`config.mk`:
```
export PLATFORM = sky130hd
export DESIGN_NAME = vector_fetch_bridge
export DESIGN_NICKNAME = d
export VERILOG_FILES = /design/src/vector_slot.sv /design/src/vector_fetch_bridge.sv
export SDC_FILE = /design/constraint.sdc
export NUM_CORES = 1
export LEC_CHECK = 0
export BUFFER_PORTS_ARGS = -buffer_cell sky130_fd_sc_hd__buf_4
export CAP_MARGIN = 20
export CORE_UTILIZATION = 45
export CTS_CLUSTER_DIAMETER = 30
export CTS_CLUSTER_SIZE = 16
export DETAILED_ROUTE_END_ITERATION = 8
export PLACE_DENSITY = 0.68
export REMOVE_ABC_BUFFERS = 1
export SLEW_MARGIN = 40
export SYNTH_ARGS = -nofsm -noshare
export SYNTH_HDL_FRONTEND = slang
export SYNTH_HIERARCHICAL = 1
export SYNTH_SLANG_ARGS = --single-unit
```
`constraint.sdc`:
```
create_clock -name clk_in -period 2.29 [get_ports clk_in]
set_input_delay 0.1145 -clock clk_in [delete_from_list [all_inputs] [get_ports clk_in]]
set_output_delay 0.1145 -clock clk_in [all_outputs]
set_load 0.01 [all_outputs]
```
`src/vector_slot.sv`:
```
// Shared constants and the per-level store for vectors whose delivery failed
`timescale 1ns/10ps
package vector_bridge_pkg;
  localparam int LEVELS = 4;
  localparam int LVL_W = 2;
  localparam int VEC_W = 16;
  localparam int ID_W = 16;
  localparam int EV_W = 5;
  localparam int DATA_W = 32;
  localparam int STAT_W = 3;
  localparam logic [EV_W-1:0] EV_VECTOR_SELECTED = 5'h01;
  localparam logic [EV_W-1:0] EV_ARB_LOST = 5'h02;
  localparam logic [EV_W-1:0] EV_ACK_NONERROR = 5'h03;
  localparam logic [EV_W-1:0] EV_ILLEGAL_CONFIRM = 5'h04;
  localparam logic [STAT_W-1:0] STATUS_READ_DATA = 3'h4;
  localparam logic [VEC_W-1:0] VEC_ZERO = 16'h0000;
endpackage

module vector_slot
  import vector_bridge_pkg::*;
#(
  parameter int NLEV = LEVELS,
  parameter int LW   = LVL_W,
  parameter int VW   = VEC_W
) (
  input  wire logic          clk_in,
  input  wire logic          rst_in,
  input  wire logic          wr_en_in,
  input  wire logic          clr_en_in,
  input  wire logic [LW-1:0] lvl_in,
  input  wire logic [VW-1:0] wr_data_in,
  output logic               rd_valid_out,
  output logic [VW-1:0]      rd_data_out,
  output logic [NLEV-1:0]    valid_all_out
);
  logic [NLEV-1:0] valid_reg;
  logic [NLEV-1:0] valid_next;
  logic [VW-1:0]   data_reg [NLEV];
  logic [VW-1:0]   data_next [NLEV];

  always_comb begin
    valid_next = valid_reg;
    data_next = data_reg;
    if (clr_en_in) begin
      valid_next[lvl_in] = 1'b0;
    end
    if (wr_en_in) begin
      valid_next[lvl_in] = 1'b1;
      data_next[lvl_in] = wr_data_in;
    end
  end

  always_ff @(posedge clk_in or posedge rst_in) begin
    if (rst_in) begin
      valid_reg <= '0;
      for (int i = 0; i < NLEV; i++) begin
        data_reg[i] <= '0;
      end
    end else begin
      valid_reg <= valid_next;
      data_reg <= data_next;
    end
  end

  assign rd_valid_out = valid_reg[lvl_in];
  assign rd_data_out = data_reg[lvl_in];
  assign valid_all_out = valid_reg;
endmodule
```
`src/vector_fetch_bridge.sv`:
```
// Forwards peripheral interrupts to the system bus and services vector fetches
`timescale 1ns/10ps
module vector_fetch_bridge
  import vector_bridge_pkg::*;
(
  input  wire logic              clk_in,
  input  wire logic              rst_in,
  input  wire logic [LEVELS-1:0] peripheral_bus_request_in,
  output logic      [LEVELS-1:0] sys_interrupt_out,
  input  wire logic              fetch_cmd_in,
  input  wire logic [LVL_W-1:0]  fetch_level_in,
  input  wire logic [ID_W-1:0]   master_id_in,
  input  wire logic [ID_W-1:0]   dest_id_in,
  input  wire logic [VEC_W-1:0]  vector_offset_in,
  input  wire logic              bus_event_valid_in,
  input  wire logic [EV_W-1:0]   bus_event_code_in,
  output logic      [LEVELS-1:0] peripheral_bus_grant_out,
  input  wire logic              selection_acknowledge_in,
  input  wire logic              vector_valid_strobe_in,
  input  wire logic              peripheral_bus_busy_in,
  input  wire logic [VEC_W-1:0]  periph_data_in,
  output logic                   slave_sync_strobe_out,
  output logic                   reply_valid_out,
  output logic      [DATA_W-1:0] reply_data_out,
  output logic      [STAT_W-1:0] reply_status_out,
  output logic                   selection_acknowledge_timeout_out,
  output logic                   fetch_abort_out
);
  typedef enum logic [2:0] {
    ST_IDLE    = 3'h0,
    ST_CHECK   = 3'h1,
    ST_GRANT   = 3'h2,
    ST_COLLECT = 3'h3,
    ST_SYNC    = 3'h4,
    ST_REPLY   = 3'h5
  } state_t;

  state_t            state_reg, state_next;
  logic [LVL_W-1:0]  lvl_reg, lvl_next;
  logic [VEC_W-1:0]  vec_reg, vec_next;
  logic [VEC_W-1:0]  final_reg, final_next;
  logic              vector_valid_strobe_seen_reg, vector_valid_strobe_seen_next;
  logic [LEVELS-1:0] pending_reg, pending_next;
  logic [LEVELS-1:0] vector_valid_strobe_reg, vector_valid_strobe_next;
  logic [LEVELS-1:0] grant_reg, grant_next;
  logic              slave_sync_strobe_reg, slave_sync_strobe_next;
  logic              timeout_reg, timeout_next;
  logic              abort_reg, abort_next;
  logic              reply_valid_reg, reply_valid_next;
  logic [STAT_W-1:0] status_reg, status_next;
  logic              slot_wr, slot_clr, slot_valid;
  logic [VEC_W-1:0]  slot_data;
  logic [LEVELS-1:0] slot_valid_all;
  logic              ev_selected, ev_arb_lost, ev_ack, ev_illegal;

  function automatic logic ev_is(input logic vld, input logic [EV_W-1:0] code,
                                 input logic [EV_W-1:0] want);
    return vld && (code == want);
  endfunction

  assign ev_selected = ev_is(bus_event_valid_in, bus_event_code_in, EV_VECTOR_SELECTED);
  assign ev_arb_lost = ev_is(bus_event_valid_in, bus_event_code_in, EV_ARB_LOST);
  assign ev_ack = ev_is(bus_event_valid_in, bus_event_code_in, EV_ACK_NONERROR);
  assign ev_illegal = ev_is(bus_event_valid_in, bus_event_code_in, EV_ILLEGAL_CONFIRM);

  vector_slot #(
    .NLEV (LEVELS),
    .LW   (LVL_W),
    .VW   (VEC_W)
  ) u_slot (
    .clk_in        (clk_in),
    .rst_in        (rst_in),
    .wr_en_in      (slot_wr),
    .clr_en_in     (slot_clr),
    .lvl_in        (lvl_reg),
    .wr_data_in    (final_reg),
    .rd_valid_out  (slot_valid),
    .rd_data_out   (slot_data),
    .valid_all_out (slot_valid_all)
  );

  ////////////////////////////////////////////////////////////////////////////////
  always_comb begin
    state_next = state_reg;
    lvl_next = lvl_reg;
    vec_next = vec_reg;
    final_next = final_reg;
    vector_valid_strobe_seen_next = vector_valid_strobe_seen_reg;
    grant_next = grant_reg;
    slave_sync_strobe_next = slave_sync_strobe_reg;
    timeout_next = 1'b0;
    abort_next = 1'b0;
    slot_wr = 1'b0;
    slot_clr = 1'b0;
    pending_next = pending_reg;
    unique case (state_reg)
      ST_IDLE: begin
        if (fetch_cmd_in && (pending_reg[fetch_level_in] || slot_valid_all[fetch_level_in])
            && (master_id_in == dest_id_in)) begin
          lvl_next = fetch_level_in;
          state_next = ST_CHECK;
        end
      end
      ST_CHECK: begin
        if (ev_arb_lost) begin
          abort_next = 1'b1;
          state_next = ST_IDLE;
        end else if (ev_selected) begin
          if (slot_valid) begin
            final_next = slot_data;
            state_next = ST_REPLY;
          end else begin
            grant_next = '0;
            grant_next[lvl_reg] = 1'b1;
            state_next = ST_GRANT;
          end
        end
      end
      ST_GRANT: begin
        vector_valid_strobe_seen_next = 1'b0;
        if (selection_acknowledge_in) begin
          grant_next = '0;
          state_next = ST_COLLECT;
        end
      end
      ST_COLLECT: begin
        if (vector_valid_strobe_in && !vector_valid_strobe_seen_reg) begin
          vector_valid_strobe_seen_next = 1'b1;
          vec_next = periph_data_in;
        end
        if (!selection_acknowledge_in) begin
          if (vector_valid_strobe_seen_reg) begin
            slave_sync_strobe_next = 1'b1;
            state_next = ST_SYNC;
          end else if (!peripheral_bus_busy_in) begin
            vec_next = VEC_ZERO;
            final_next = VEC_ZERO;
            state_next = ST_REPLY;
          end else begin
            timeout_next = 1'b1;
            vec_next = VEC_ZERO;
            final_next = VEC_ZERO | vector_offset_in;
            state_next = ST_REPLY;
          end
        end
      end
      ST_SYNC: begin
        // Slave sync is held until the peripheral lets go of its strobe
        if (!vector_valid_strobe_in) begin
          slave_sync_strobe_next = 1'b0;
          final_next = vec_reg | vector_offset_in;
          state_next = ST_REPLY;
        end
      end
      ST_REPLY: begin
        if (ev_ack) begin
          slot_clr = 1'b1;
          pending_next[lvl_reg] = 1'b0;
          state_next = ST_IDLE;
        end else if (ev_illegal) begin
          slot_wr = 1'b1;
          state_next = ST_IDLE;
        end
      end
      default: begin
        state_next = ST_IDLE;
      end
    endcase
    // A request arriving as the level clears must not be lost
    pending_next = pending_next | peripheral_bus_request_in;
    vector_valid_strobe_next = pending_reg | slot_valid_all;
    // Reply flags track the next state so the outputs come from flops
    reply_valid_next = (state_next == ST_REPLY);
    status_next = reply_valid_next ? STATUS_READ_DATA : '0;
  end

  always_ff @(posedge clk_in or posedge rst_in) begin
    if (rst_in) begin
      state_reg <= ST_IDLE;
      lvl_reg <= '0;
      vec_reg <= '0;
      final_reg <= '0;
      vector_valid_strobe_seen_reg <= 1'b0;
      pending_reg <= '0;
      vector_valid_strobe_reg <= '0;
      grant_reg <= '0;
      slave_sync_strobe_reg <= 1'b0;
      timeout_reg <= 1'b0;
      abort_reg <= 1'b0;
      reply_valid_reg <= 1'b0;
      status_reg <= '0;
    end else begin
      state_reg <= state_next;
      lvl_reg <= lvl_next;
      vec_reg <= vec_next;
      final_reg <= final_next;
      vector_valid_strobe_seen_reg <= vector_valid_strobe_seen_next;
      pending_reg <= pending_next;
      vector_valid_strobe_reg <= vector_valid_strobe_next;
      grant_reg <= grant_next;
      slave_sync_strobe_reg <= slave_sync_strobe_next;
      timeout_reg <= timeout_next;
      abort_reg <= abort_next;
      reply_valid_reg <= reply_valid_next;
      status_reg <= status_next;
    end
  end

  ////////////////////////////////////////////////////////////////////////////////
  // Reply fields come from registers only, so the bus sees no glitching data
  assign sys_interrupt_out = vector_valid_strobe_reg;
  assign peripheral_bus_grant_out = grant_reg;
  assign slave_sync_strobe_out = slave_sync_strobe_reg;
  assign reply_valid_out = reply_valid_reg;
  assign reply_data_out = {{(DATA_W-VEC_W){1'b0}}, final_reg};
  assign reply_status_out = status_reg;
  assign selection_acknowledge_timeout_out = timeout_reg;
  assign fetch_abort_out = abort_reg;
endmodule

```
### Word level (Yosys, flattened, before mapping)

Index checks and enable logic that the tools add are counted.

| storage, ports and cells | value |
|---|---|
| memories | 0 |
| bits in latches | 0 |
| bits in read-only memories | 0 |
| word-level logic and storage cells | 136 |
| register bits after elaboration | 125 |
| memory bits (writable) | 0 |
| output and inout bits | 47 |

| cells by class | value |
|---|---|
| div/mod/pow operators | 0 |
| magnitude comparators | 5 |
| bitwise gates (word level) | 8 |
| shift operators | 0 |
| reduce and logical (&&, ||, !) cells | 21 |
| multipliers | 0 |
| mux-type cells | 63 |
| add/sub/neg operators | 0 |
| equality and inequality tests | 21 |

Operators by type and width:

| kind | count |
|---|---|
| $mux W16 | 13 |
| $bwmux W64 | 1 |
| $pmux W16 S3 | 1 |
| $bmux W16 S2 | 1 |
| $demux W16 S2 | 1 |
| $mux W4 | 8 |
| $mux W3 | 10 |
| $mux W1 | 20 |
| $ne A2 B2 Y1 const B | 10 |
| $pmux W3 S6 | 1 |
| $eq A16 B16 Y1 | 1 |
| $or A16 B16 Y16 | 1 |
| $or A4 B4 Y4 | 3 |
| $eq A5 B2 Y1 const B | 2 |
| $eq A3 B3 Y1 const B | 3 |
| $logic_and A1 B1 Y1 | 9 |
| $and A4 B4 Y4 | 2 |
| $pmux W4 S2 | 1 |
| $reduce_and A7 Y1 | 1 |
| $bmux W1 S2 | 3 |
| $eq A3 B2 Y1 const B | 2 |
| $lt A2 B3 Y1 const B | 2 |
| $reduce_bool A2 Y1 | 3 |
| $eq A5 B1 Y1 const B | 1 |
| 16 further kinds | 18 |

### Longest topological paths before layout

Gate-level depths: netlist of the first run.

| logic depth | value |
|---|---|
| word-level depth | 9 |
| mapped depth | 8 |
| gate-level depth less buffers | 6 |

### Cells and area by module

The synthesis of the first run kept the hierarchy.

Modules (own cells, without submodules):

| module | instances | area an instance (sq um) | cells an instance |
|---|---|---|---|
| vector_slot | 1 | 2996.6 | 175 |
| vector_fetch_bridge | 1 | 2889.0 | 265 |

### Least setup slack after synthesis of the first run

Ideal clock, no wire load.

| path | value |
|---|---|
| kind | register to register |
| start point | reg state_reg[1] |
| end point | reg u_slot/data_reg[48] (netlist name) |
| arrival | 1.887 ns |
| setup time | 0.125 ns |
| required time | 2.165 ns |
| stages on the path, launching flop included | 8 |
| setup slack | 0.278 ns |
| cell sequence | dfrtp_1 -> inv_1 -> and3_1 -> nand2_1 -> nor2_1 -> nor3b_4 -> buf_4 -> mux2_2 |

| between the ends | value |
|---|---|
| word-level cells in the longest chain between the ends | 2 |

RTL lines:

| what | RTL line | text |
|---|---|---|
| from (decl) | vector_fetch_bridge.sv:38 | `state_t state_reg, state_next;` |
| from (signal assigned) | vector_fetch_bridge.sv:193 | `state_reg <= state_next;` |
| $eq A3 B3 Y1 | vector_fetch_bridge.sv:96 | `unique case (state_reg)` |
| $mux W1 | vector_fetch_bridge.sv:96 |  |
| net slot_wr | vector_fetch_bridge.sv:51 | `logic slot_wr, slot_clr, slot_valid;` |
| to (signal assigned) | vector_slot.sv:61 | `data_reg <= data_next;` |
| to (decl) | vector_slot.sv:38 | `logic [VW-1:0] data_reg [NLEV];` |

The timed path passes the listed nets, and every way through them passes these cells.
A chain may end at the register's enable or synchronous reset.

### Worst setup path in the final report of the first run

| path | value |
|---|---|
| start point | in bus_event_code_in[0] |
| end point | reg u_slot/data_reg[58] (netlist name) |

| between the ends | value |
|---|---|
| word-level cells in the longest chain between the ends | 5 |

RTL lines:

| what | RTL line | text |
|---|---|---|
| from (decl) | vector_fetch_bridge.sv:16 | `input wire logic [EV_W-1:0] bus_event_code_in,` |
| $eq A5 B3 Y1 | vector_fetch_bridge.sv:58 | `return vld && (code == want);` |
| $logic_and A1 B1 Y1 | vector_fetch_bridge.sv:58 |  |
| $mux W1 | vector_fetch_bridge.sv:160 | `end else if (ev_illegal) begin` |
| $mux W1 * | vector_fetch_bridge.sv:156 | `if (ev_ack) begin` |
| $mux W1 * | vector_fetch_bridge.sv:96 |  |
| net slot_wr | vector_fetch_bridge.sv:51 |  |

Mark *: on every way through the listed nets, which the timed path passes. The rest lies on a longest branch.

==> results of run 1 <==
[synthesized netlist by cell type, drive strengths merged (5+ instances only)]
cell type and instances:
nor2 7, inv 25, xor2 5, nand3 5, o21ai 8, buf 35
a22o 16, xnor2 11, mux2 70, nand2 15, nor3 5, a222oi 16
mux4 18, a21oi 5, clkbuf 7, dfrtp 122, a21o 5, mux2i 16
[per-stage QoR]
step	hold WS, ns	cell area [µm²]	setup slack [ns]
final	0.0148	7670	0.110
after detailed placement	0.216	6920	0.221
after CTS	0.00123	7660	0.126
after global routing	0.00500	7670	0.0629
after floorplan	0.185	5660	-0.660
after global placement	0.208	6920	0.303
[what timing repair did]
| item | 4_1_cts | 5_1_grt |
|---|---|---|
| hold buffers | 23 | 0 |
| endpoints found under the hold margin | 45 | 0 |
| setup endpoints to repair | 0 | 0 |
[power by group through the flow]
stage               combinational (W)  sequential, W  clock, W
global placement              0.00144        0.00270         0
floorplan                    0.000779        0.00268         0
detailed placement            0.00148        0.00272         0
CTS                           0.00151        0.00269   0.00238
finish                        0.00150        0.00269   0.00233
global route                  0.00163        0.00273   0.00248
[cells in the final DEF (no fill, tap or decap), types with 5 or more instances in the layout]
cell type and count:
xnor2_1 11, a222oi_1 16, inv_1 23, buf_4 122, mux2_2 66, clkbuf_1 5, a21o_1 5, dfrtp_1 121
nand2_1 15, dlygate4sd3_1 23, xor2_1 5, conb_1 18, nor2_1 6, o21ai_0 6, mux2i_1 16, clkbuf_16 17
buf_12 6, mux4_2 18, a22o_1 16
[critical path, delay by kind of cell]
kind          cells  cell delay, ns
buf+inv           3            0.92
mux               1            0.35
simple gates      3            1.07
[how the worst min path moves through the flow]
| stage | startpoint | endpoint | slack [ns] |
|---|---|---|---|
| 2_1_floorplan | bus_event_code_in[0] | fetch_abort_out$_DFF_PP0_ | 0.19 |
| 3_3_place_gp | rst_in | final_reg[0]$_DFFE_PP0P_ | 0.21 |
| 3_5_place_dp | rst_in | final_reg[0]$_DFFE_PP0P_ | 0.22 |
| 4_1_cts | vector_offset_in[14] | final_reg[14]$_DFFE_PP0P_ | 0.001 |
| 5_1_grt | vector_offset_in[14] | final_reg[14]$_DFFE_PP0P_ | 0.005 |
| 6_report | vector_offset_in[14] | final_reg[14]$_DFFE_PP0P_ | 0.01 |
[cell type report]
| type | instances | area [µm²] |
|---|---|---|
| clock inverter | 3 | 15.0 |
| clock buffer | 26 | 499 |
| tap | 172 | 215 |
| multi-input combinational | 268 | 2510 |
| inverter | 25 | 93.8 |
| fill | 998 | 5000 |
| timing repair buffer | 152 | 1280 |
| sequential | 122 | 3050 |
[layer usage]
layer / part of all wire / vias to the layer above
met2: 0.49 / 171
met5: 0 / -
met3: 0.078 / 15
li1: - / 1883
met1: 0.41 / 2067
met4: 0.019 / 0
[logic make-up (layout without fill, tap and decap cells)]
kind of cell,Yosys count,after routing,synth area share
compound gates,63,63,0.0893
xor+xnor,16,16,0.0238
buf+inv,67,206,0.0655
flops,122,122,0.519
mux,104,104,0.230
other cells,1,18,0.000637
simple gates,67,67,0.0721
==> results.py, run 1 <==
metrics = {
    "timing": {
        "grt_setup_unrepaired": "no",
        "finalSetupViolCount": 0,
        "drv_slew": 0,
        "finClkSkew_ns": 0.00633,
        "finalHoldViolCount": 0,
        "period_needed_ns": 2.18,
        "relSlewSlack": 0.595,
        "worst_slew_pin_slew_ns": 0.608,
        "timing.fmax_ghz": 0.459,
        "setup-tns-final_ns": 0,
        "fin_crit_sh": 0.952,
    },
    "place": {
        "gp_congestion": 0.871,
        "dp_cells": 716,
        "port_buffers": 110,
        "dp_hpwl_mm": 9.37,
    },
    "die": {
        "rows": 41,
        "start_util": 0.465,
        "io_pins": 129,
        "die_w_um": 116,
        "fp.coreArea_um2": 12700,
        "dieHeight_um": 116,
        "fp.dieArea_um2": 13500,
    },
    "grt": {
        "grt_max_degree": 69,
        "grt.busiest_layer": "met2",
        "antenna_found_initial": 0,
        "grt_pass1_vias": 4240,
        "met3_usage": 0.0659,
        "overflow": 0,
        "grt_util_met1": 0.270,
        "gr-usage-all-layers": 0.223,
        "grt_util_met2": 0.377,
        "grt_pass1_wl_mm": 22.0,
    },
    "worst_setup_path": {
        "path_class": "in2reg",
        "end_kind": "flip-flop",
        "r2r-start": "state_reg[0]$_DFF_PP0_",
        "crit_start": "bus_event_code_in[0]",
        "r2r_end": "u_slot/data_reg[58]$_DFFE_PP0P_",
        "r2r_setup_slack_ns": 0.20,
        "crit_chain": "dlygate4sd3_1 > buf_4 > or3b_2 > nor2_1 > nor3b_4 > buf_12 > mux2_2",
        "cp_slowest_stage_delay_ns": 0.56,
        "path_max_fanout": 17,
        "start_kind": "input port",
        "endpoint": "u_slot/data_reg[58]$_DFFE_PP0P_",
        "reg2reg_depth": 6,
        "cp_slowest_cell": "dlygate4sd3_1",
        "critPathRequiredTime_ns": 2.58,
        "critPathArrivalTime_ns": 2.47,
    },
    "power_and_ir_drop": {
        "power_frac_comb": 0.230,
        "seqPwrFrac": 0.412,
        "max-vdd-ir-drop_mv": 0.587,
        "p_total_w": 0.00652,
        "cellPowerDensity_nw_per_um2": 851,
        "clock_power_share": 0.358,
        "p_int_w": 0.00461,
        "power_leakage_nw": 3.70,
        "power.share.switching": 0.293,
        "p_switching_w": 0.00191,
    },
    "clock_network": {
        "clock_sinks": 122,
        "numCtsBuffers": 17,
        "insertion_delay_ns": 0.41,
        "clockRootBuffer": "clkbuf_16",
        "clockBufferDepth": 2,
        "cts-resized-gates": 0,
        "post_cts_buffers": 0,
        "path_clk_slew_ns": 0.05,
        "htree_levels": 4,
        "cts_tree": "built",
    },
    "detailed_routing": {
        "via_per_inst": 5.39,
        "route.detailed.drc": 0,
        "routed_wl_mm": 14.1,
        "drt-initial-drc-count": 228,
        "ant_nets": 0,
        "routedWlPerCell_um": 18.3,
        "vias": 4136,
        "dr.pass1.iters": 6,
    },
    "yosys": {
        "synthCells": 440,
        "synth_flop_cell": "dfrtp_1",
        "synth_top_area_frac": 0.519,
        "syn_avg_cell_area_um2": 13.4,
        "synth-edff-count": 0,
        "ys_warn_count": 6,
        "synth.area.top_cells": "dfrtp_1, mux2_2, mux4_2, buf_4, a222oi_1",
        "synth.distinct_cells": 53,
        "synth-seq-cells": 122,
        "syn_area_um2": 5890,
        "yosysTopAreaCell": "dfrtp_1",
        "ys_seq_area_frac": 0.519,
        "synthArstFlopShare": 1.00,
    },
    "final_layout": {
        "n_antenna_cell": 0,
        "area_delta_synth_final_pct": 30.3,
        "layout-drive-gt1-share": 0.431,
        "fin_util": 0.605,
        "layoutNonFillerInstCount": 768,
        "nets": 668,
        "largest_reg_flops": 64,
    },
    "outcome": {
        "status": "finished clean",
    },
    "job": {
        "max_cap_violations": 0,
    },
    "hold_path": {
        "whs_path_depth": 3,
        "hold_path.class": "in2reg",
    },
}
(Power assumes the default switching activity.)
==> inputs of run 2 (changes only) <==
ABC_AREA = 1   (was default)
PLACE_DENSITY = 0.67   (was 0.68)
==> results.py, run 2 <==
metrics = {
    "outcome": {
        "status": "finished clean",
    },
    "final_layout": {
        "largest_reg_flops": 64,
        "fillers": 1350,
        "layout-drive-gt1-share": 0.164,
        "fin_util": 0.587,
        "n_antenna_cell": 0,
        "layout_commonest_cell": "nand2_1",
        "mostFrequentLayoutCells": "nand2_1, buf_4, dfrtp_1",
        "nets": 1184,
        "area_delta_synth_final_pct": 26.5,
    },
    "die": {
        "start_util": 0.464,
        "rows": 44,
        "dieHeight_um": 125,
        "die_w_um": 125,
        "fp.coreArea_um2": 14600,
        "fp.dieArea_um2": 15500,
        "io_pins": 129,
    },
    "timing": {
        "relSlewSlack": 0.446,
        "timing.fmax_ghz": 0.486,
        "finalHoldViolCount": 0,
        "period_needed_ns": 2.06,
        "finClkSkew_ns": 0.0108,
        "grt_setup_unrepaired": "no",
        "finalSetupViolCount": 0,
        "fin_crit_sh": 0.899,
        "fin_hold_ws_ns": 0.0112,
        "worst_slew_pin_slew_ns": 0.830,
        "drv_slew": 0,
    },
    "yosys": {
        "syn_avg_cell_area_um2": 6.93,
        "synth-edff-count": 0,
        "synth.distinct_cells": 32,
        "synthArstFlopShare": 1.00,
        "yosysTopAreaCell": "dfrtp_1",
        "yosysMostFrequentCell": "nand2_1",
        "synth_flop_cell": "dfrtp_1",
        "ys_warn_count": 6,
        "synth.top_cells.by_count": "nand2_1, dfrtp_1, inv_1",
        "syn_area_um2": 6770,
        "synth-seq-cells": 122,
        "synthCells": 976,
        "ys_seq_area_frac": 0.451,
        "synth_top_area_frac": 0.451,
        "synth.area.top_cells": "dfrtp_1, nand2_1, nand3_1, inv_1, o21ai_0",
    },
    "detailed_routing": {
        "drt-initial-drc-count": 549,
        "vias": 6508,
        "route.detailed.drc": 0,
        "routedWlPerCell_um": 14.7,
        "via_per_inst": 5.02,
        "routed_wl_mm": 19.1,
        "dr.pass1.iters": 5,
        "ant_nets": 0,
    },
    "grt": {
        "grt_pass1_vias": 6100,
        "gr-usage-all-layers": 0.256,
        "grt_pass1_wl_mm": 31.2,
        "antenna_found_initial": 0,
        "grt_max_degree": 55,
        "overflow": 0,
    },
    "place": {
        "dp_hpwl_mm": 12.6,
        "gp_congestion": 0.841,
        "port_buffers": 110,
    },
    "power_and_ir_drop": {
        "cellPowerDensity_nw_per_um2": 651,
        "power_frac_comb": 0.067,
        "p_int_w": 0.00440,
        "clock_power_share": 0.541,
        "max-vdd-ir-drop_mv": 0.513,
        "seqPwrFrac": 0.391,
        "power.share.switching": 0.210,
        "p_switching_w": 0.00117,
        "power_leakage_nw": 4.75,
    },
    "clock_network": {
        "post_cts_buffers": 0,
        "clock_sinks": 122,
        "cts_tree": "built",
        "path_clk_slew_ns": 0.05,
        "clockBufferDepth": 2,
        "cts-resized-gates": 0,
        "clockRootBuffer": "clkbuf_16",
        "numCtsBuffers": 17,
        "htree_levels": 4,
        "insertion_delay_ns": 0.42,
    },
    "worst_setup_path": {
        "r2r-start": "state_reg[2]$_DFF_PP0_",
        "r2r_end": "final_reg[2]$_DFFE_PP0P_",
        "critPathArrivalTime_ns": 2.35,
        "r2r_setup_slack_ns": 0.23,
        "path_class": "reg2reg",
        "path_max_fanout": 19,
        "critPathRequiredTime_ns": 2.58,
        "reg2reg_depth": 10,
        "start_kind": "flip-flop",
        "end_kind": "flip-flop",
    },
    "hold_path": {
        "hold_start": "periph_data_in[6]",
        "hold_path.class": "in2reg",
        "hold_end": "vec_reg[6]$_DFFE_PP0P_",
        "whs_path_depth": 5,
    },
    "job": {
        "max_cap_violations": 0,
    },
}
## run 2: cell types whose count changed after synthesis, moves of 16 or more
cell      before  now
mux2_2        66    0
mux4_2        18    0
a22o_1        16    0
inv_1         25  100
nor2_1         6   37
nand3_1        3   90
o21ai_0        6   64
a222oi_1      16    0
mux2i_1       16    0
nand2_1       15  452
## run 2: power by group through the flow
stage	Combinational, W	Sequential [W]	Clock, W
2_1_floorplan	0.000166	0.00222	0
3_3_place_gp	0.000354	0.00222	0
3_5_place_dp	0.000357	0.00222	0
4_1_cts	0.000378	0.00218	0.00304
5_1_grt	0.000424	0.00218	0.00314
6_report	0.000375	0.00218	0.00301
## run 2: layer usage
metal  part of all wire  vias up  track usage
met5                  0        -            0
met1               0.45     3003        0.346
met4              0.013        0       0.0773
li1                   -     3240            -
met3              0.070       16       0.0563
met2               0.47      249        0.409
## run 2: how the worst max path moves through the flow
stage	from	slack (ns)	endpoint	cells past startpoint
final	state_reg[2]$_DFF_PP0_	0.23	final_reg[2]$_DFFE_PP0P_	10
after global routing	state_reg[1]$_DFF_PP0_	0.04	final_reg[0]$_DFFE_PP0P_	10
after CTS	state_reg[1]$_DFF_PP0_	0.25	final_reg[2]$_DFFE_PP0P_	10
after detailed placement	state_reg[1]$_DFF_PP0_	0.26	final_reg[2]$_DFFE_PP0P_	10
after global placement	state_reg[2]$_DFF_PP0_	0.33	final_reg[2]$_DFFE_PP0P_	10
after floorplan	state_reg[1]$_DFF_PP0_	-2.99	u_slot/data_reg[0]$_DFFE_PP0P_	5
## run 2: logic make-up after synthesis
group / synth area share
AO/OA/AOI/OAI: 0.0725
buffers and inverters: 0.109
flip-flops: 0.451
other: 0.000554
AND/OR/NAND/NOR: 0.367
## run 2: cell type report
type | count | area [µm²] | area share
well taps | 184 | 230 | 0.0269
inverters | 105 | 397 | 0.0463
repair buffers | 146 | 1170 | 0.137
clock buffers | 24 | 502 | 0.0586
multi-input cells | 710 | 3050 | 0.356
flip-flops and latches | 122 | 3050 | 0.357
clock inverters | 6 | 159 | 0.0186
## run 2: repair_timing
item | 4_1_cts | 5_1_grt
setup endpoints to repair | 0 | 0
hold buffers | 15 | 0
hold endpoints to repair | 91 | 0
## run 2: through the flow
step                      std cells  setup WS [ns]  area [µm²]  setup TNS (ns)  total power (W)
after global routing           1297         0.0417        8560               0          0.00575
after global placement         1252          0.327        7750               0          0.00257
after floorplan                 937          -2.99        6490         -160.05          0.00238
after detailed placement       1252          0.263        7750               0          0.00257
after CTS                      1297          0.248        8560               0          0.00560
final                          1297          0.232        8560               0          0.00557
## run 2: critical path: stages (launching register included)
cell and delay [ns]:
dfrtp_1 0.43, inv_2 0.14, nand3_4 0.11, inv_2 0.12, nor2_4 0.11, nand2_1 0.08, nand2_1 0.08, nor2_4 0.39
nand2_4 0.28, nand2_1 0.11, o21ai_0 0.08
==> inputs of run 3 (changes only) <==
BUFFER_PORTS_ARGS = -buffer_cell sky130_fd_sc_hd__clkbuf_2   (was -buffer_cell sky130_fd_sc_hd__buf_4)
CORE_UTILIZATION = 33   (was 45)
PLACE_DENSITY = 0.52   (was 0.67)
==> results.py, run 3 (same netlist as run 2, synthesis figures left out) <==
metrics = {
    "power_and_ir_drop": {
        "power_leakage_nw": 4.66,
        "cellPowerDensity_nw_per_um2": 617,
        "max-vdd-ir-drop_mv": 0.489,
        "p_total_w": 0.00515,
    },
    "final_layout": {
        "layout-drive-gt1-share": 0.167,
        "nets": 1191,
        "n_antenna_cell": 0,
        "layout_commonest_cell": "nand2_1",
        "mostFrequentLayoutCells": "nand2_1, dfrtp_1, clkbuf_2",
        "area_delta_synth_final_pct": 23.4,
        "largest_reg_flops": 64,
    },
    "detailed_routing": {
        "routed_wl_mm": 20.0,
        "vias": 6380,
        "wl_met2_mm": 8.82,
        "route.detailed.drc": 0,
        "met3_length_mm": 1.22,
        "via_per_inst": 4.58,
        "routedWlPerCell_um": 14.4,
        "dr.pass1.iters": 5,
        "wl_met1_mm": 9.69,
        "dr.max_layer_used": "met4",
        "ant_nets": 0,
        "drt-initial-drc-count": 392,
    },
    "clock_network": {
        "htree_levels": 4,
        "path_clk_slew_ns": 0.05,
        "clock_sinks": 122,
        "cts_tree": "built",
        "post_cts_buffers": 0,
        "insertion_delay_ns": 0.42,
        "clockRootBuffer": "clkbuf_16",
        "numCtsBuffers": 17,
        "clockBufferDepth": 2,
        "cts-resized-gates": 0,
    },
    "grt": {
        "antenna_found_initial": 0,
        "overflow": 0,
        "grt_pass1_vias": 6240,
        "gr-usage-all-layers": 0.201,
        "grt_pass1_wl_mm": 32.7,
        "grt_max_degree": 69,
    },
    "die": {
        "fp.dieArea_um2": 21100,
        "rows": 52,
        "io_pins": 129,
        "fp.coreArea_um2": 20200,
        "start_util": 0.336,
        "die_w_um": 145,
        "dieHeight_um": 145,
    },
    "worst_setup_path": {
        "cpMostUsedCell": "nand2_1",
        "cp_num_buf_inv": 2,
        "cp_slowest_cell": "nand3_2",
        "cp_slowest_stage_delay_ns": 0.47,
        "start_kind": "flip-flop",
        "path_class": "reg2reg",
        "crit_family": "simple AND/OR/NAND/NOR gates",
        "end_kind": "flip-flop",
        "r2r-start": "state_reg[1]$_DFF_PP0_",
        "critPathArrivalTime_ns": 2.29,
        "path_max_fanout": 26,
        "crit_chain": "inv_1 > nand2_1 > nor3_2 > buf_4 > nand3_2 > nand2_1 > nand2_1",
        "critPathRequiredTime_ns": 2.59,
        "crit_start": "state_reg[1]$_DFF_PP0_",
    },
    "place": {
        "dp_hpwl_mm": 13.6,
        "gp_congestion": 0.777,
        "port_buffers": 110,
    },
    "timing": {
        "worst_slew_pin_slew_ns": 0.614,
        "period_needed_ns": 1.99,
        "drv_slew": 0,
        "finalSetupViolCount": 0,
        "fin_crit_sh": 0.867,
        "relSlewSlack": 0.590,
        "fin_hold_ws_ns": 0.0132,
        "timing.fmax_ghz": 0.504,
        "finClkSkew_ns": 0.00535,
        "setup-tns-final_ns": 0,
        "finalHoldViolCount": 0,
        "grt_setup_unrepaired": "no",
    },
    "hold_path": {
        "hold_start": "periph_data_in[7]",
        "hold_path.class": "in2reg",
    },
    "job": {
        "max_cap_violations": 0,
    },
    "outcome": {
        "status": "finished clean",
    },
}
[run 3: through the flow]
stage                      util  cell area (µm²)  setup WS, ns  instances
after global routing      0.414             8350         0.103       1392
final                     0.414             8350         0.305       1392
after global placement    0.377             7600         0.381       1343
after detailed placement  0.377             7600         0.325       1343
after floorplan               -             6490         -2.99        937
after CTS                 0.414             8350         0.307       1392
[run 3: metal layers]
| layer | GRT usage | vias to the layer above |
|---|---|---|
| li1 | - | 3265 |
| met1 | 0.272 | 2900 |
| met2 | 0.313 | 191 |
| met3 | 0.0503 | 24 |
| met4 | 0.0632 | 0 |
| met5 | 0 | - |
[run 3: what timing repair did]
action / 4_1_cts / 5_1_grt
hold buffers: 17 / 0
setup endpoints to repair: 0 / 0
endpoints found under the hold margin: 107 / 0
[run 3: cell type report]
| type | count | area, µm² |
|---|---|---|
| clock buffer | 24 | 482 |
| clock inverter | 8 | 92.6 |
| fill | 2170 | 11800 |
| inverter | 105 | 397 |
| multi-input combinational | 710 | 3050 |
| sequential | 122 | 3050 |
| tap | 270 | 338 |
| timing repair buffer | 153 | 941 |
[run 3: worst register-to-register path: stages, from the launching register on]
cell     delay, ns
dfrtp_1       0.44
inv_1         0.10
nand2_1       0.09
nor3_2        0.17
buf_4         0.33
nand3_2       0.48
nand2_1       0.20
nand2_1       0.07
[run 3: report_power, final]
| part | internal, W | switching [W] |
|---|---|---|
| Sequential | 0.00217 | 0.00000877 |
| Clock | 0.00168 | 0.000950 |
| Combinational | 0.000131 | 0.000216 |
[run 3: path summary, 6_finish.rpt]
path	to	slack, ns	cells after the start
setup / recovery	u_slot/data_reg[23]$_DFFE_PP0P_	0.30	7
hold / removal	vec_reg[7]$_DFFE_PP0P_	0.01	5
setup reg to reg	u_slot/data_reg[23]$_DFFE_PP0P_	0.30	7
hold reg to reg	u_slot/data_reg[49]$_DFFE_PP0P_	0.47	2
max in group asynchronous	vec_reg[10]$_DFFE_PP0P_	1.38	4
min in group asynchronous	u_slot/data_reg[22]$_DFFE_PP0P_	0.32	4
